## config.mk

```make
export PLATFORM = sky130hd
export DESIGN_NAME = modbus_rtu_slave_engine
export DESIGN_NICKNAME = d
export VERILOG_FILES = /design/src/modbus_pkg.sv /design/src/modbus_rtu_slave_engine.sv /design/src/frame_ram.sv /design/src/crc16_rtu.sv
export SDC_FILE = /design/constraint.sdc
export NUM_CORES = 2
export LEC_CHECK = 0
export ABC_AREA = 1
export BUFFER_PORTS_ARGS = -buffer_cell sky130_fd_sc_hd__buf_2
export CORE_ASPECT_RATIO = 1.4
export CORE_MARGIN = 2
export CORE_UTILIZATION = 65
export CTS_BUF_LIST = sky130_fd_sc_hd__clkbuf_8
export CTS_CLUSTER_SIZE = 8
export DETAILED_ROUTE_END_ITERATION = 6
export PLACE_DENSITY = 0.82
export REMOVE_ABC_BUFFERS = 1
export SYNTH_ARGS = -nofsm -noshare
export SYNTH_HDL_FRONTEND = slang
export SYNTH_SLANG_ARGS = --single-unit
```

## constraint.sdc

```tcl
create_clock -name core_clk -period 18.4 [get_ports core_clk]
set_input_delay 0 -clock core_clk [delete_from_list [all_inputs] [get_ports core_clk]]
set_output_delay 0 -clock core_clk [all_outputs]
set_load 0.01 [all_outputs]
```

## src/modbus_pkg.sv

```systemverilog
// Constants shared by the RTU slave engine and its helpers.
// Assumes a 200 MHz core clock; timing counts are derived from it here.
package modbus_pkg;
  // ----------------------------------------------------------------
  // Function and exception codes
  // ----------------------------------------------------------------
  localparam logic [7:0] FN_RD_COILS = 8'h01;
  localparam logic [7:0] FN_RD_INPUTS = 8'h02;
  localparam logic [7:0] FN_RD_HOLD = 8'h03;
  localparam logic [7:0] FN_RD_INREG = 8'h04;
  localparam logic [7:0] FN_WR_COIL = 8'h05;
  localparam logic [7:0] FN_WR_REG = 8'h06;
  localparam logic [7:0] FN_WR_COILS = 8'h0F;
  localparam logic [7:0] FN_WR_REGS = 8'h10;
  localparam logic [7:0] EX_ILL_FUNC = 8'h01;
  localparam logic [7:0] EX_ILL_ADDR = 8'h02;
  localparam logic [7:0] EX_ILL_VALUE = 8'h03;
  localparam logic [7:0] EX_BUSY = 8'h06;
  localparam logic [7:0] EX_NAK = 8'h07;
  localparam logic [7:0] EX_FLAG = 8'h80;
  localparam logic [15:0] COIL_ON = 16'hFF00;
  localparam logic [15:0] COIL_OFF = 16'h0000;
  // ----------------------------------------------------------------
  // Register space selector and frame layout
  // ----------------------------------------------------------------
  localparam logic [1:0] KIND_COIL = 2'h0;
  localparam logic [1:0] KIND_INPUT = 2'h1;
  localparam logic [1:0] KIND_HOLD = 2'h2;
  localparam logic [1:0] KIND_INREG = 2'h3;
  localparam logic [15:0] MAX_BITS = 16'h0040;
  localparam logic [15:0] MAX_REGS = 16'h003E;
  localparam logic [7:0] HDR_LEN = 8'h07;
  localparam logic [7:0] FIXED_LEN = 8'h08;
  localparam logic [7:0] RESP_BASE = 8'h80;
  localparam logic [15:0] CRC_INIT = 16'hFFFF;
  localparam logic [15:0] CRC_POLY = 16'hA001;
  // ----------------------------------------------------------------
  // Timing
  // ----------------------------------------------------------------
  localparam int CLK_HZ = 200_000_000;
  localparam int BUSY_MS = 3000;
  localparam int MS_CYCLES = CLK_HZ / 1000;
  localparam int BUSY_CYCLES = BUSY_MS * MS_CYCLES;
  localparam int BAUD = 9600;
  localparam int CHAR_BITS = 11;
  // Silence of 3.5 characters, rounded up to whole cycles
  localparam int T35_CYCLES = ((CLK_HZ / 100) * CHAR_BITS * 35 + BAUD / 10 - 1) / (BAUD / 10);

  typedef enum logic [3:0] {
    S_RX, S_CHECK, S_PRE, S_FETCH1, S_FETCH2, S_FETCH3, S_REQ, S_LO,
    S_DELAY, S_TX_ADDR, S_TX_BYTE, S_TX_WAIT
  } state_t;
endpackage

```

## src/modbus_rtu_slave_engine.sv

```systemverilog
// RTU slave command interpreter: frames bytes from the UART, decodes
// functions, accesses the register side and streams the reply back.
// Assumes UART and register side run on core_clk; no synchronisers needed.
`timescale 1ns/100ps
module modbus_rtu_slave_engine #(
  parameter int BUSY_CYCLES = modbus_pkg::BUSY_CYCLES,
  parameter int MS_CYCLES = modbus_pkg::MS_CYCLES,
  parameter int T35_CYCLES = modbus_pkg::T35_CYCLES
) (
  input wire logic core_clk,
  input wire logic rst,
  input wire logic [7:0] slave_addr,
  input wire logic write_enable,
  input wire logic [7:0] eoq_delay_ms,
  input wire logic [7:0] resp_delay_ms,
  input wire logic rx_valid,
  input wire logic [7:0] rx_data,
  output logic tx_valid,
  output logic [7:0] tx_data,
  input wire logic tx_ready,
  output logic reg_req,
  output logic reg_we,
  output logic [1:0] reg_kind,
  output logic [15:0] reg_addr,
  output logic [15:0] reg_wdata,
  input wire logic reg_bad,
  input wire logic reg_protected,
  input wire logic reg_ack,
  input wire logic [15:0] reg_rdata
);
  modbus_pkg::state_t st_q;
  logic [31:0] busy_cnt_q;
  logic busy_q;
  logic [31:0] gap_q;
  logic [31:0] dly_q;
  logic [7:0] len_q;
  logic [7:0] hdr_q [0:6];
  logic [6:0] i_q;
  logic [6:0] cnt_q;
  logic [7:0] exc_q;
  logic exc_flag_q;
  logic [7:0] acc_q;
  logic [7:0] lo_q;
  logic [7:0] wd_hi_q;
  logic [7:0] tx_idx_q;
  logic [7:0] tx_len_q;
  logic [7:0] rbc_q;
  logic [15:0] crc;
  logic [7:0] rd_data;
  logic mem_we;
  logic [7:0] mem_waddr;
  logic [7:0] mem_wdata;
  logic [7:0] mem_raddr;
  logic crc_clr;
  logic crc_en;
  logic [7:0] crc_data;
  logic [7:0] tx_byte;

  // ----------------------------------------------------------------
  // Decode of the captured header
  // ----------------------------------------------------------------
  logic [7:0] fn;
  logic [15:0] qty;
  logic [7:0] bc;
  logic bit_rd, reg_rd, is_rd, fn_known, value_ok, last, byte_full;
  logic [31:0] gap_target;
  logic [31:0] dly_target;
  logic frame_end;

  assign fn = hdr_q[1];
  assign qty = {hdr_q[4], hdr_q[5]};
  assign bc = hdr_q[6];
  assign bit_rd = (fn == modbus_pkg::FN_RD_COILS) || (fn == modbus_pkg::FN_RD_INPUTS);
  assign reg_rd = (fn == modbus_pkg::FN_RD_HOLD) || (fn == modbus_pkg::FN_RD_INREG);
  assign is_rd = bit_rd || reg_rd;
  assign fn_known = is_rd || (fn == modbus_pkg::FN_WR_COIL) || (fn == modbus_pkg::FN_WR_REG) ||
                    (fn == modbus_pkg::FN_WR_COILS) || (fn == modbus_pkg::FN_WR_REGS);
  assign last = (i_q == cnt_q - 7'h01);
  assign byte_full = (i_q[2:0] == 3'h7) || last;
  assign gap_target = 32'(T35_CYCLES) + 32'(eoq_delay_ms) * 32'(MS_CYCLES);
  assign dly_target = 32'(resp_delay_ms) * 32'(MS_CYCLES);
  assign frame_end = (st_q == modbus_pkg::S_RX) && (len_q != 8'h00) && !rx_valid &&
                     (gap_q >= gap_target);

  always_comb begin
    value_ok = 1'b0;
    unique case (fn)
      modbus_pkg::FN_RD_COILS, modbus_pkg::FN_RD_INPUTS: begin
        value_ok = (qty != 16'h0000) && (qty <= modbus_pkg::MAX_BITS) && (len_q == modbus_pkg::FIXED_LEN);
      end
      modbus_pkg::FN_RD_HOLD, modbus_pkg::FN_RD_INREG: begin
        value_ok = (qty != 16'h0000) && (qty <= modbus_pkg::MAX_REGS) && (len_q == modbus_pkg::FIXED_LEN);
      end
      modbus_pkg::FN_WR_COIL: begin
        value_ok = ((qty == modbus_pkg::COIL_ON) || (qty == modbus_pkg::COIL_OFF)) &&
                   (len_q == modbus_pkg::FIXED_LEN);
      end
      modbus_pkg::FN_WR_REG: begin
        value_ok = (len_q == modbus_pkg::FIXED_LEN);
      end
      modbus_pkg::FN_WR_COILS: begin
        value_ok = (qty != 16'h0000) && (qty <= modbus_pkg::MAX_BITS) &&
                   ({8'h00, bc} == ((qty + 16'h0007) >> 3)) &&
                   (len_q == bc + modbus_pkg::HDR_LEN + 8'h02);
      end
      modbus_pkg::FN_WR_REGS: begin
        value_ok = (qty != 16'h0000) && (qty <= modbus_pkg::MAX_REGS) && ({8'h00, bc} == (qty << 1)) &&
                   (len_q == bc + modbus_pkg::HDR_LEN + 8'h02);
      end
      default: value_ok = 1'b0;
    endcase
  end

  // ----------------------------------------------------------------
  // Busy window after reset
  // ----------------------------------------------------------------
  always_ff @(posedge core_clk or posedge rst) begin
    if (rst) begin
      busy_cnt_q <= 32'h00000000;
      busy_q <= 1'b1;
    end else if (busy_q) begin
      if (busy_cnt_q == 32'(BUSY_CYCLES - 1)) begin
        busy_q <= 1'b0;
      end
      busy_cnt_q <= busy_cnt_q + 32'h00000001;
    end
  end

  // ----------------------------------------------------------------
  // Line silence and response delay timers
  // ----------------------------------------------------------------
  // Saturates so a long idle line cannot wrap and fake a short gap
  always_ff @(posedge core_clk or posedge rst) begin
    if (rst) begin
      gap_q <= 32'h00000000;
    end else if (rx_valid) begin
      gap_q <= 32'h00000000;
    end else if (gap_q != 32'hFFFFFFFF) begin
      gap_q <= gap_q + 32'h00000001;
    end
  end

  always_ff @(posedge core_clk or posedge rst) begin
    if (rst) begin
      dly_q <= 32'h00000000;
    end else if (st_q == modbus_pkg::S_DELAY) begin
      dly_q <= dly_q + 32'h00000001;
    end else begin
      dly_q <= 32'h00000000;
    end
  end

  // ----------------------------------------------------------------
  // Frame store and CRC
  // ----------------------------------------------------------------
  always_comb begin
    mem_we = 1'b0;
    mem_waddr = len_q;
    mem_wdata = rx_data;
    if (st_q == modbus_pkg::S_RX) begin
      mem_we = rx_valid;
    end else if (st_q == modbus_pkg::S_REQ && reg_ack && bit_rd && byte_full) begin
      mem_we = 1'b1;
      mem_waddr = modbus_pkg::RESP_BASE + {4'h0, i_q[6:3]};
      mem_wdata = acc_q | (8'(reg_rdata[0]) << i_q[2:0]);
    end else if (st_q == modbus_pkg::S_REQ && reg_ack && reg_rd) begin
      mem_we = 1'b1;
      mem_waddr = modbus_pkg::RESP_BASE + {i_q, 1'b0};
      mem_wdata = reg_rdata[15:8];
    end else if (st_q == modbus_pkg::S_LO) begin
      mem_we = 1'b1;
      mem_waddr = modbus_pkg::RESP_BASE + {i_q, 1'b1};
      mem_wdata = lo_q;
    end
  end

  always_comb begin
    mem_raddr = modbus_pkg::RESP_BASE + tx_idx_q - 8'h03;
    if (st_q == modbus_pkg::S_FETCH1) begin
      mem_raddr = (fn == modbus_pkg::FN_WR_COILS) ? modbus_pkg::HDR_LEN + {4'h0, i_q[6:3]}
                                                  : modbus_pkg::HDR_LEN + {i_q, 1'b0};
    end else if (st_q == modbus_pkg::S_FETCH2) begin
      mem_raddr = modbus_pkg::HDR_LEN + {i_q, 1'b1};
    end
  end

  frame_ram #(.WIDTH(8), .AW(8)) u_ram (
    .core_clk(core_clk),
    .wr_en(mem_we),
    .wr_addr(mem_waddr),
    .wr_data(mem_wdata),
    .rd_addr(mem_raddr),
    .rd_data(rd_data)
  );

  // Reply byte for the current index: header, payload, then CRC low/high
  always_comb begin
    tx_byte = rd_data;
    if (tx_idx_q == tx_len_q) begin
      tx_byte = crc[7:0];
    end else if (tx_idx_q == tx_len_q + 8'h01) begin
      tx_byte = crc[15:8];
    end else if (tx_idx_q == 8'h00) begin
      tx_byte = hdr_q[0];
    end else if (tx_idx_q == 8'h01) begin
      tx_byte = exc_flag_q ? (fn | modbus_pkg::EX_FLAG) : fn;
    end else if (exc_flag_q) begin
      tx_byte = exc_q;
    end else if (is_rd && tx_idx_q == 8'h02) begin
      tx_byte = rbc_q;
    end else if (!is_rd) begin
      tx_byte = hdr_q[tx_idx_q[2:0]];
    end
  end

  assign crc_clr = (st_q == modbus_pkg::S_DELAY) || (st_q == modbus_pkg::S_RX && len_q == 8'h00 && !rx_valid);
  assign crc_en = ((st_q == modbus_pkg::S_RX) && rx_valid) ||
                  ((st_q == modbus_pkg::S_TX_BYTE) && (tx_idx_q < tx_len_q));
  assign crc_data = (st_q == modbus_pkg::S_RX) ? rx_data : tx_byte;

  crc16_rtu u_crc (
    .core_clk(core_clk),
    .rst(rst),
    .clr(crc_clr),
    .en(crc_en),
    .data(crc_data),
    .crc(crc)
  );

  // ----------------------------------------------------------------
  // Command sequencer
  // ----------------------------------------------------------------
  assign reg_req = (st_q == modbus_pkg::S_REQ);

  always_ff @(posedge core_clk or posedge rst) begin
    if (rst) begin
      st_q <= modbus_pkg::S_RX;
      len_q <= 8'h00;
      for (int k = 0; k < 7; k++) begin
        hdr_q[k] <= 8'h00;
      end
      i_q <= 7'h00;
      cnt_q <= 7'h00;
      exc_q <= 8'h00;
      exc_flag_q <= 1'b0;
      acc_q <= 8'h00;
      lo_q <= 8'h00;
      wd_hi_q <= 8'h00;
      tx_idx_q <= 8'h00;
      tx_len_q <= 8'h00;
      rbc_q <= 8'h00;
      tx_valid <= 1'b0;
      tx_data <= 8'h00;
      reg_we <= 1'b0;
      reg_kind <= modbus_pkg::KIND_COIL;
      reg_addr <= 16'h0000;
      reg_wdata <= 16'h0000;
    end else begin
      unique case (st_q)
        modbus_pkg::S_RX: begin
          if (rx_valid) begin
            if (len_q < modbus_pkg::HDR_LEN) begin
              hdr_q[len_q[2:0]] <= rx_data;
            end
            if (len_q != 8'hFF) begin
              len_q <= len_q + 8'h01;
            end
          end else if (frame_end) begin
            st_q <= modbus_pkg::S_CHECK;
          end
        end
        modbus_pkg::S_CHECK: begin
          exc_flag_q <= 1'b1;
          i_q <= 7'h00;
          acc_q <= 8'h00;
          cnt_q <= (fn == modbus_pkg::FN_WR_COIL || fn == modbus_pkg::FN_WR_REG) ? 7'h01 : qty[6:0];
          reg_addr <= {hdr_q[2], hdr_q[3]};
          reg_wdata <= (fn == modbus_pkg::FN_WR_COIL) ? {15'h0000, qty == modbus_pkg::COIL_ON} : qty;
          reg_we <= !is_rd;
          rbc_q <= bit_rd ? 8'((qty + 16'h0007) >> 3) : 8'(qty << 1);
          reg_kind <= (fn == modbus_pkg::FN_RD_INPUTS) ? modbus_pkg::KIND_INPUT :
                      (fn == modbus_pkg::FN_RD_INREG) ? modbus_pkg::KIND_INREG :
                      (fn == modbus_pkg::FN_RD_HOLD || fn == modbus_pkg::FN_WR_REG ||
                       fn == modbus_pkg::FN_WR_REGS) ? modbus_pkg::KIND_HOLD : modbus_pkg::KIND_COIL;
          if (len_q < modbus_pkg::FIXED_LEN || crc != 16'h0000 || hdr_q[0] != slave_addr) begin
            len_q <= 8'h00;
          end else if (busy_q) begin
            exc_q <= modbus_pkg::EX_BUSY;
            st_q <= modbus_pkg::S_DELAY;
          end else if (!fn_known) begin
            exc_q <= modbus_pkg::EX_ILL_FUNC;
            st_q <= modbus_pkg::S_DELAY;
          end else if (!value_ok) begin
            exc_q <= modbus_pkg::EX_ILL_VALUE;
            st_q <= modbus_pkg::S_DELAY;
          end else begin
            exc_flag_q <= 1'b0;
            st_q <= modbus_pkg::S_PRE;
          end
          if (len_q < modbus_pkg::FIXED_LEN || crc != 16'h0000 || hdr_q[0] != slave_addr) begin
            st_q <= modbus_pkg::S_RX;
          end
        end
        // Every address is vetted before the first write, so a refused
        // multi-item command leaves nothing half written
        modbus_pkg::S_PRE: begin
          if (reg_bad) begin
            exc_flag_q <= 1'b1;
            exc_q <= modbus_pkg::EX_ILL_ADDR;
            st_q <= modbus_pkg::S_DELAY;
          end else if (reg_we && reg_protected && !write_enable) begin
            exc_flag_q <= 1'b1;
            exc_q <= modbus_pkg::EX_NAK;
            st_q <= modbus_pkg::S_DELAY;
          end else if (last) begin
            i_q <= 7'h00;
            reg_addr <= {hdr_q[2], hdr_q[3]};
            st_q <= (fn == modbus_pkg::FN_WR_COILS || fn == modbus_pkg::FN_WR_REGS) ?
                    modbus_pkg::S_FETCH1 : modbus_pkg::S_REQ;
          end else begin
            i_q <= i_q + 7'h01;
            reg_addr <= reg_addr + 16'h0001;
          end
        end
        modbus_pkg::S_FETCH1: st_q <= modbus_pkg::S_FETCH2;
        modbus_pkg::S_FETCH2: begin
          wd_hi_q <= rd_data;
          st_q <= modbus_pkg::S_FETCH3;
        end
        modbus_pkg::S_FETCH3: begin
          reg_wdata <= (fn == modbus_pkg::FN_WR_COILS) ? {15'h0000, wd_hi_q[i_q[2:0]]}
                                                       : {wd_hi_q, rd_data};
          st_q <= modbus_pkg::S_REQ;
        end
        modbus_pkg::S_REQ, modbus_pkg::S_LO: begin
          if (st_q == modbus_pkg::S_REQ && reg_ack && bit_rd) begin
            acc_q <= byte_full ? 8'h00 : (acc_q | (8'(reg_rdata[0]) << i_q[2:0]));
          end
          if (st_q == modbus_pkg::S_REQ && reg_ack && reg_rd) begin
            lo_q <= reg_rdata[7:0];
            st_q <= modbus_pkg::S_LO;
          end else if (st_q == modbus_pkg::S_LO || reg_ack) begin
            if (last) begin
              st_q <= modbus_pkg::S_DELAY;
            end else begin
              i_q <= i_q + 7'h01;
              reg_addr <= reg_addr + 16'h0001;
              st_q <= (fn == modbus_pkg::FN_WR_COILS || fn == modbus_pkg::FN_WR_REGS) ?
                      modbus_pkg::S_FETCH1 : modbus_pkg::S_REQ;
            end
          end
        end
        modbus_pkg::S_DELAY: begin
          tx_idx_q <= 8'h00;
          tx_len_q <= exc_flag_q ? 8'h03 : (is_rd ? rbc_q + 8'h03 : 8'h06);
          if (dly_q >= dly_target) begin
            st_q <= modbus_pkg::S_TX_ADDR;
          end
        end
        modbus_pkg::S_TX_ADDR: st_q <= modbus_pkg::S_TX_BYTE;
        modbus_pkg::S_TX_BYTE: begin
          tx_data <= tx_byte;
          tx_valid <= 1'b1;
          st_q <= modbus_pkg::S_TX_WAIT;
        end
        modbus_pkg::S_TX_WAIT: begin
          if (tx_ready) begin
            tx_valid <= 1'b0;
            if (tx_idx_q == tx_len_q + 8'h01) begin
              len_q <= 8'h00;
              st_q <= modbus_pkg::S_RX;
            end else begin
              tx_idx_q <= tx_idx_q + 8'h01;
              st_q <= modbus_pkg::S_TX_ADDR;
            end
          end
        end
      endcase
    end
  end
endmodule // modbus_rtu_slave_engine

```

## src/frame_ram.sv

```systemverilog
// Byte store for received frames and assembled reply data.
// One write port and one read port; read data is registered.
`timescale 1ns/100ps
module frame_ram #(
  parameter int WIDTH = 8,
  parameter int AW = 8
) (
  input wire logic core_clk,
  input wire logic wr_en,
  input wire logic [AW-1:0] wr_addr,
  input wire logic [WIDTH-1:0] wr_data,
  input wire logic [AW-1:0] rd_addr,
  output logic [WIDTH-1:0] rd_data
);
  logic [WIDTH-1:0] mem [0:(1<<AW)-1];

  always_ff @(posedge core_clk) begin
    if (wr_en) begin
      mem[wr_addr] <= wr_data;
    end
    rd_data <= mem[rd_addr];
  end
endmodule // frame_ram

```

## src/crc16_rtu.sv

```systemverilog
// Running CRC-16 over a byte stream, reflected polynomial, one byte a cycle.
// A frame followed by its own CRC (low byte first) leaves a residue of zero.
`timescale 1ns/100ps
module crc16_rtu (
  input wire logic core_clk,
  input wire logic rst,
  input wire logic clr,
  input wire logic en,
  input wire logic [7:0] data,
  output logic [15:0] crc
);
  function automatic logic [15:0] step(input logic [15:0] c, input logic [7:0] d);
    logic [15:0] r;
    r = c ^ {8'h00, d};
    for (int b = 0; b < 8; b++) begin
      r = r[0] ? ((r >> 1) ^ modbus_pkg::CRC_POLY) : (r >> 1);
    end
    return r;
  endfunction

  always_ff @(posedge core_clk or posedge rst) begin
    if (rst) begin
      crc <= modbus_pkg::CRC_INIT;
    end else if (clr) begin
      crc <= modbus_pkg::CRC_INIT;
    end else if (en) begin
      crc <= step(crc, data);
    end
  end
endmodule // crc16_rtu

```

==> key figures <==
Status
  • Status: finished, violations left
  • Failing checks: DRC

Logic synthesis
  • Post-synth top area share: 59.2%
  • Area contributors post-synth: edfxtp_1 (59%), nor2_1 (8.4%), dfrtp_1 (6.6%)
  • Leading area contributor after synthesis: edfxtp_1
  • Largest family of logic cells by synthesized area: simple AND/OR/NAND/NOR gates
  • Count leader, synth: nor2_1
  • Cell Area, Synth: slightly above 0.1 sq mm
  • EDFF count, synth: 2,048
  • Synth Area in Simple Gates: 14.4%
  • Seq cells post-synth: 2,347
  • Xor-xnor portion of the synthesized cell area: 1.11%
  • Main flop type after synthesis: edfxtp_1
  • Compound-Gate Fraction of Synth Area: a little under an eighth
  • Seq/Total Area, Yosys: 66.4%
  • Cell variety after synth: 71
  • Commonest cells in the netlist: nor2_1 (2,319), edfxtp_1 (2,048), o21ai_0 (732), nand2_1 (650), nand3_1 (405)
  • Post-Syn Instances: 9,138
  • Adder-cell share of the synthesized area: 2.61%
  • Mux cell area share after synthesis: 0%
  • Ys async rst share: roughly an eighth
  • Mean Syn Cell Area: around 11 sq um
  • YS warnings: 0

Drt
  • Drt drc: 3
  • Routed vias/inst: 6.56
  • DR WL/cell: 25.2 microns
  • Routed Antenna Nets: 0
  • Via count: 75,309
  • Final Routed Wirelength: 289,000 microns
  • DRT iter0 DRCs: 9,699
  • Pre-antenna DRT Iters: 7

STA
  • Final Hold Viols: 0
  • Max-slew violation count: 0
  • Part of the cycle the worst path needs: 35.6%
  • Highest Clock Rate: around 0.15 GHz
  • Final min period: 6.55 ns
  • Smallest hold slack: 0.0687 ns
  • Worst Max-Slew Pin Slew: 1.31 ns
  • Setup-failing EPs final: 0
  • Unrepaired setup endpoints after global routing: no
  • Worst Clk Skew: 0.0935 ns
  • Worst slew margin: approximately an eighth

Floorplan
  • Die Span Y: 477 microns
  • Row count: 173
  • Core area: roughly 0.16 sq mm
  • I/O pin cnt: 101
  • Die width: 342 microns
  • Starting Density: 65.4%
  • Die area: 0.163 sq mm

GRT
  • GRT Total Usage: roughly a third
  • First-pass GRT wire length: 434,000 microns
  • Overflow after GRT: 0
  • Number of global-route vias before repair: roughly 74,000
  • Initial antenna violation count: 5
  • Largest net degree at the start of global routing: 233

Placed design
  • Placed cell area: roughly 0.11 sq mm
  • Placer Congestion: 0.977
  • Hpwl dp: around 170,000 microns
  • Number of port buffers: 100

Critical path
  • CP startpoint kind: register
  • Worst reg2reg path depth: 17
  • WP data required: around 19 ns
  • Crit path max fanout: ~130
  • R2r setup slk: 11.85 ns
  • R2R Path Start: fn[6]
  • Setup Crit Path Kind: register to register
  • Worst Setup End Kind: register
  • Crit Reg-Reg Endpoint: u_ram.rd_data[0]
  • Critical path arrival: between 7 and 8 ns

Hold path
  • Hold depth: 6
  • Endpoint, Worst Hold: u_ram.mem[36][7]
  • Worst hold path type: primary input to register
  • Hold_sp: reg_rdata[15]

CTS
  • CTS tree: yes
  • Total clock sinks: 2,347
  • Setup Buffers After CTS: 0
  • Skew-Pair Late Insertion Delay: roughly 1.1 ns
  • CTS Buf Count: approximately 360
  • Clock root cell: clkbuf_8
  • Max clock buf depth: 4
  • Clk slew on worst S/H paths: 0.06 ns
  • Cts repair resizes: 0
  • Hold-fix buffers, CTS: 76
  • CTS H-tree depth: 5

Final layout
  • Layout Nets: around 9,500
  • Final Util: 70.8%
  • Share of cells above drive strength 1: under 10%
  • Fin area: 0.112 sq mm
  • Area Growth Syn to Fin: 8.15%

Power and ir drop
  • Power Dens Cells: 109 mW/mm^2
  • Worst VDD drop: 0.0000907 V
  • Leak Pwr: approximately 40 nW
  • Pwr Total: approximately 12 mW

Run
  • Maxcap violations: 0
[critical path: stages, from the launching register on]
cell and delay [ns]:
dfrtp_1 0.42, nor2_2 0.18, nand2_2 0.12, nor4_4 0.14, buf_4 0.34, nand3_1 0.24, nand2_8 0.59, buf_4 0.85
buf_4 0.83, buf_4 0.73, nor2_1 0.08, o311ai_0 0.68, o211ai_1 0.18, nand3_1 0.16, nand3_1 0.26, nand3_1 0.27
nand3_1 0.16, nand2_1 0.08
[where the power goes]
part | total (mW) | switching [mW] | internal [mW]
combinational | 2.21 | 1.57 | 0.645
clock | 3.82 | 1.91 | 1.90
sequential | 6.22 | 0.213 | 6.00
total | 12.2 | 3.70 | 8.55
[cells in the final DEF, fill, tap and decap left out, drive strengths merged, types with 33 or more instances in the layout]
cell         count
a21oi          159
clkbuf         379
nor2          2359
o311ai         260
o21ai          740
xnor2           38
edfxtp        2048
buf            179
nor3            97
o32ai          257
inv            548
nand2          676
dfrtp          274
nor4            33
ha             178
nand4           47
o211ai         275
xor2            93
dlygate4sd3     76
nand3          415
[per-stage QoR]
stage          setup TNS [ns]  setup WS (ns)  std cells
5_1_grt                     0          11.49      11478
2_1_floorplan         -124.26         -15.54       8591
3_5_place_dp                0          12.06      10870
3_3_place_gp                0          12.10      10870
6_report                    0          11.85      11488
4_1_cts                     0          12.07      11477
[worst max path at each step]
| stage | endpoint | start | cells after the start |
|---|---|---|---|
| after global routing | u_ram.rd_data[4] | fn[4] | 17 |
| after detailed placement | u_ram.rd_data[7] | fn[6] | 17 |
| after global placement | u_ram.rd_data[1] | fn[4] | 17 |
| final | u_ram.rd_data[0] | fn[6] | 17 |
| after CTS | u_ram.rd_data[1] | fn[6] | 17 |
| after floorplan | u_ram.rd_data[6] | fn[4] | 16 |
[area by class of cell]
class | count | area, sq um
diodes | 11 | 27.5
fillers | 10541 | 46400
clock buffers | 379 | 5220
inverters | 430 | 1650
clock inverters | 152 | 687
repair buffers | 255 | 2000
multi-input cells | 5814 | 31100
flip-flops and latches | 2347 | 69000
well taps | 2100 | 2630
[per-layer routing]
metal | global-route usage (%) | part of all wire (%)
met1 | 41.4 | 34
met2 | 57.8 | 49
met3 | 7.08 | 9.9
met4 | 24.2 | 7.2
met5 | 0 | 0.013
[cells by family (layout without fill, tap and decap cells)]
group,count (synthesis),in the layout
simple gates,3654,3654
flops,2347,2347
other cells,0,11
fa+ha+maj,202,202
compound gates,1827,1827
xor+xnor,131,131
buf+inv,977,1216
[sequential cells by signal (all words and copies together), names as in the netlist, 3 cells and up]
name / cells
u_ram.mem: 2048
hdr_q: 40
busy_cnt_q: 32
dly_q: 32
gap_q: 32
reg_addr: 16
reg_wdata: 16
u_crc.crc: 16
acc_q: 8
bc: 8
fn: 8
len_q: 8
lo_q: 8
rbc_q: 8
tx_data: 8
tx_idx_q: 8
tx_len_q: 8
u_ram.rd_data: 8
wd_hi_q: 8
cnt_q: 7
i_q: 7
st_q: 4
exc_q: 3
Note: power is estimated with default switching activity, not from simulation.
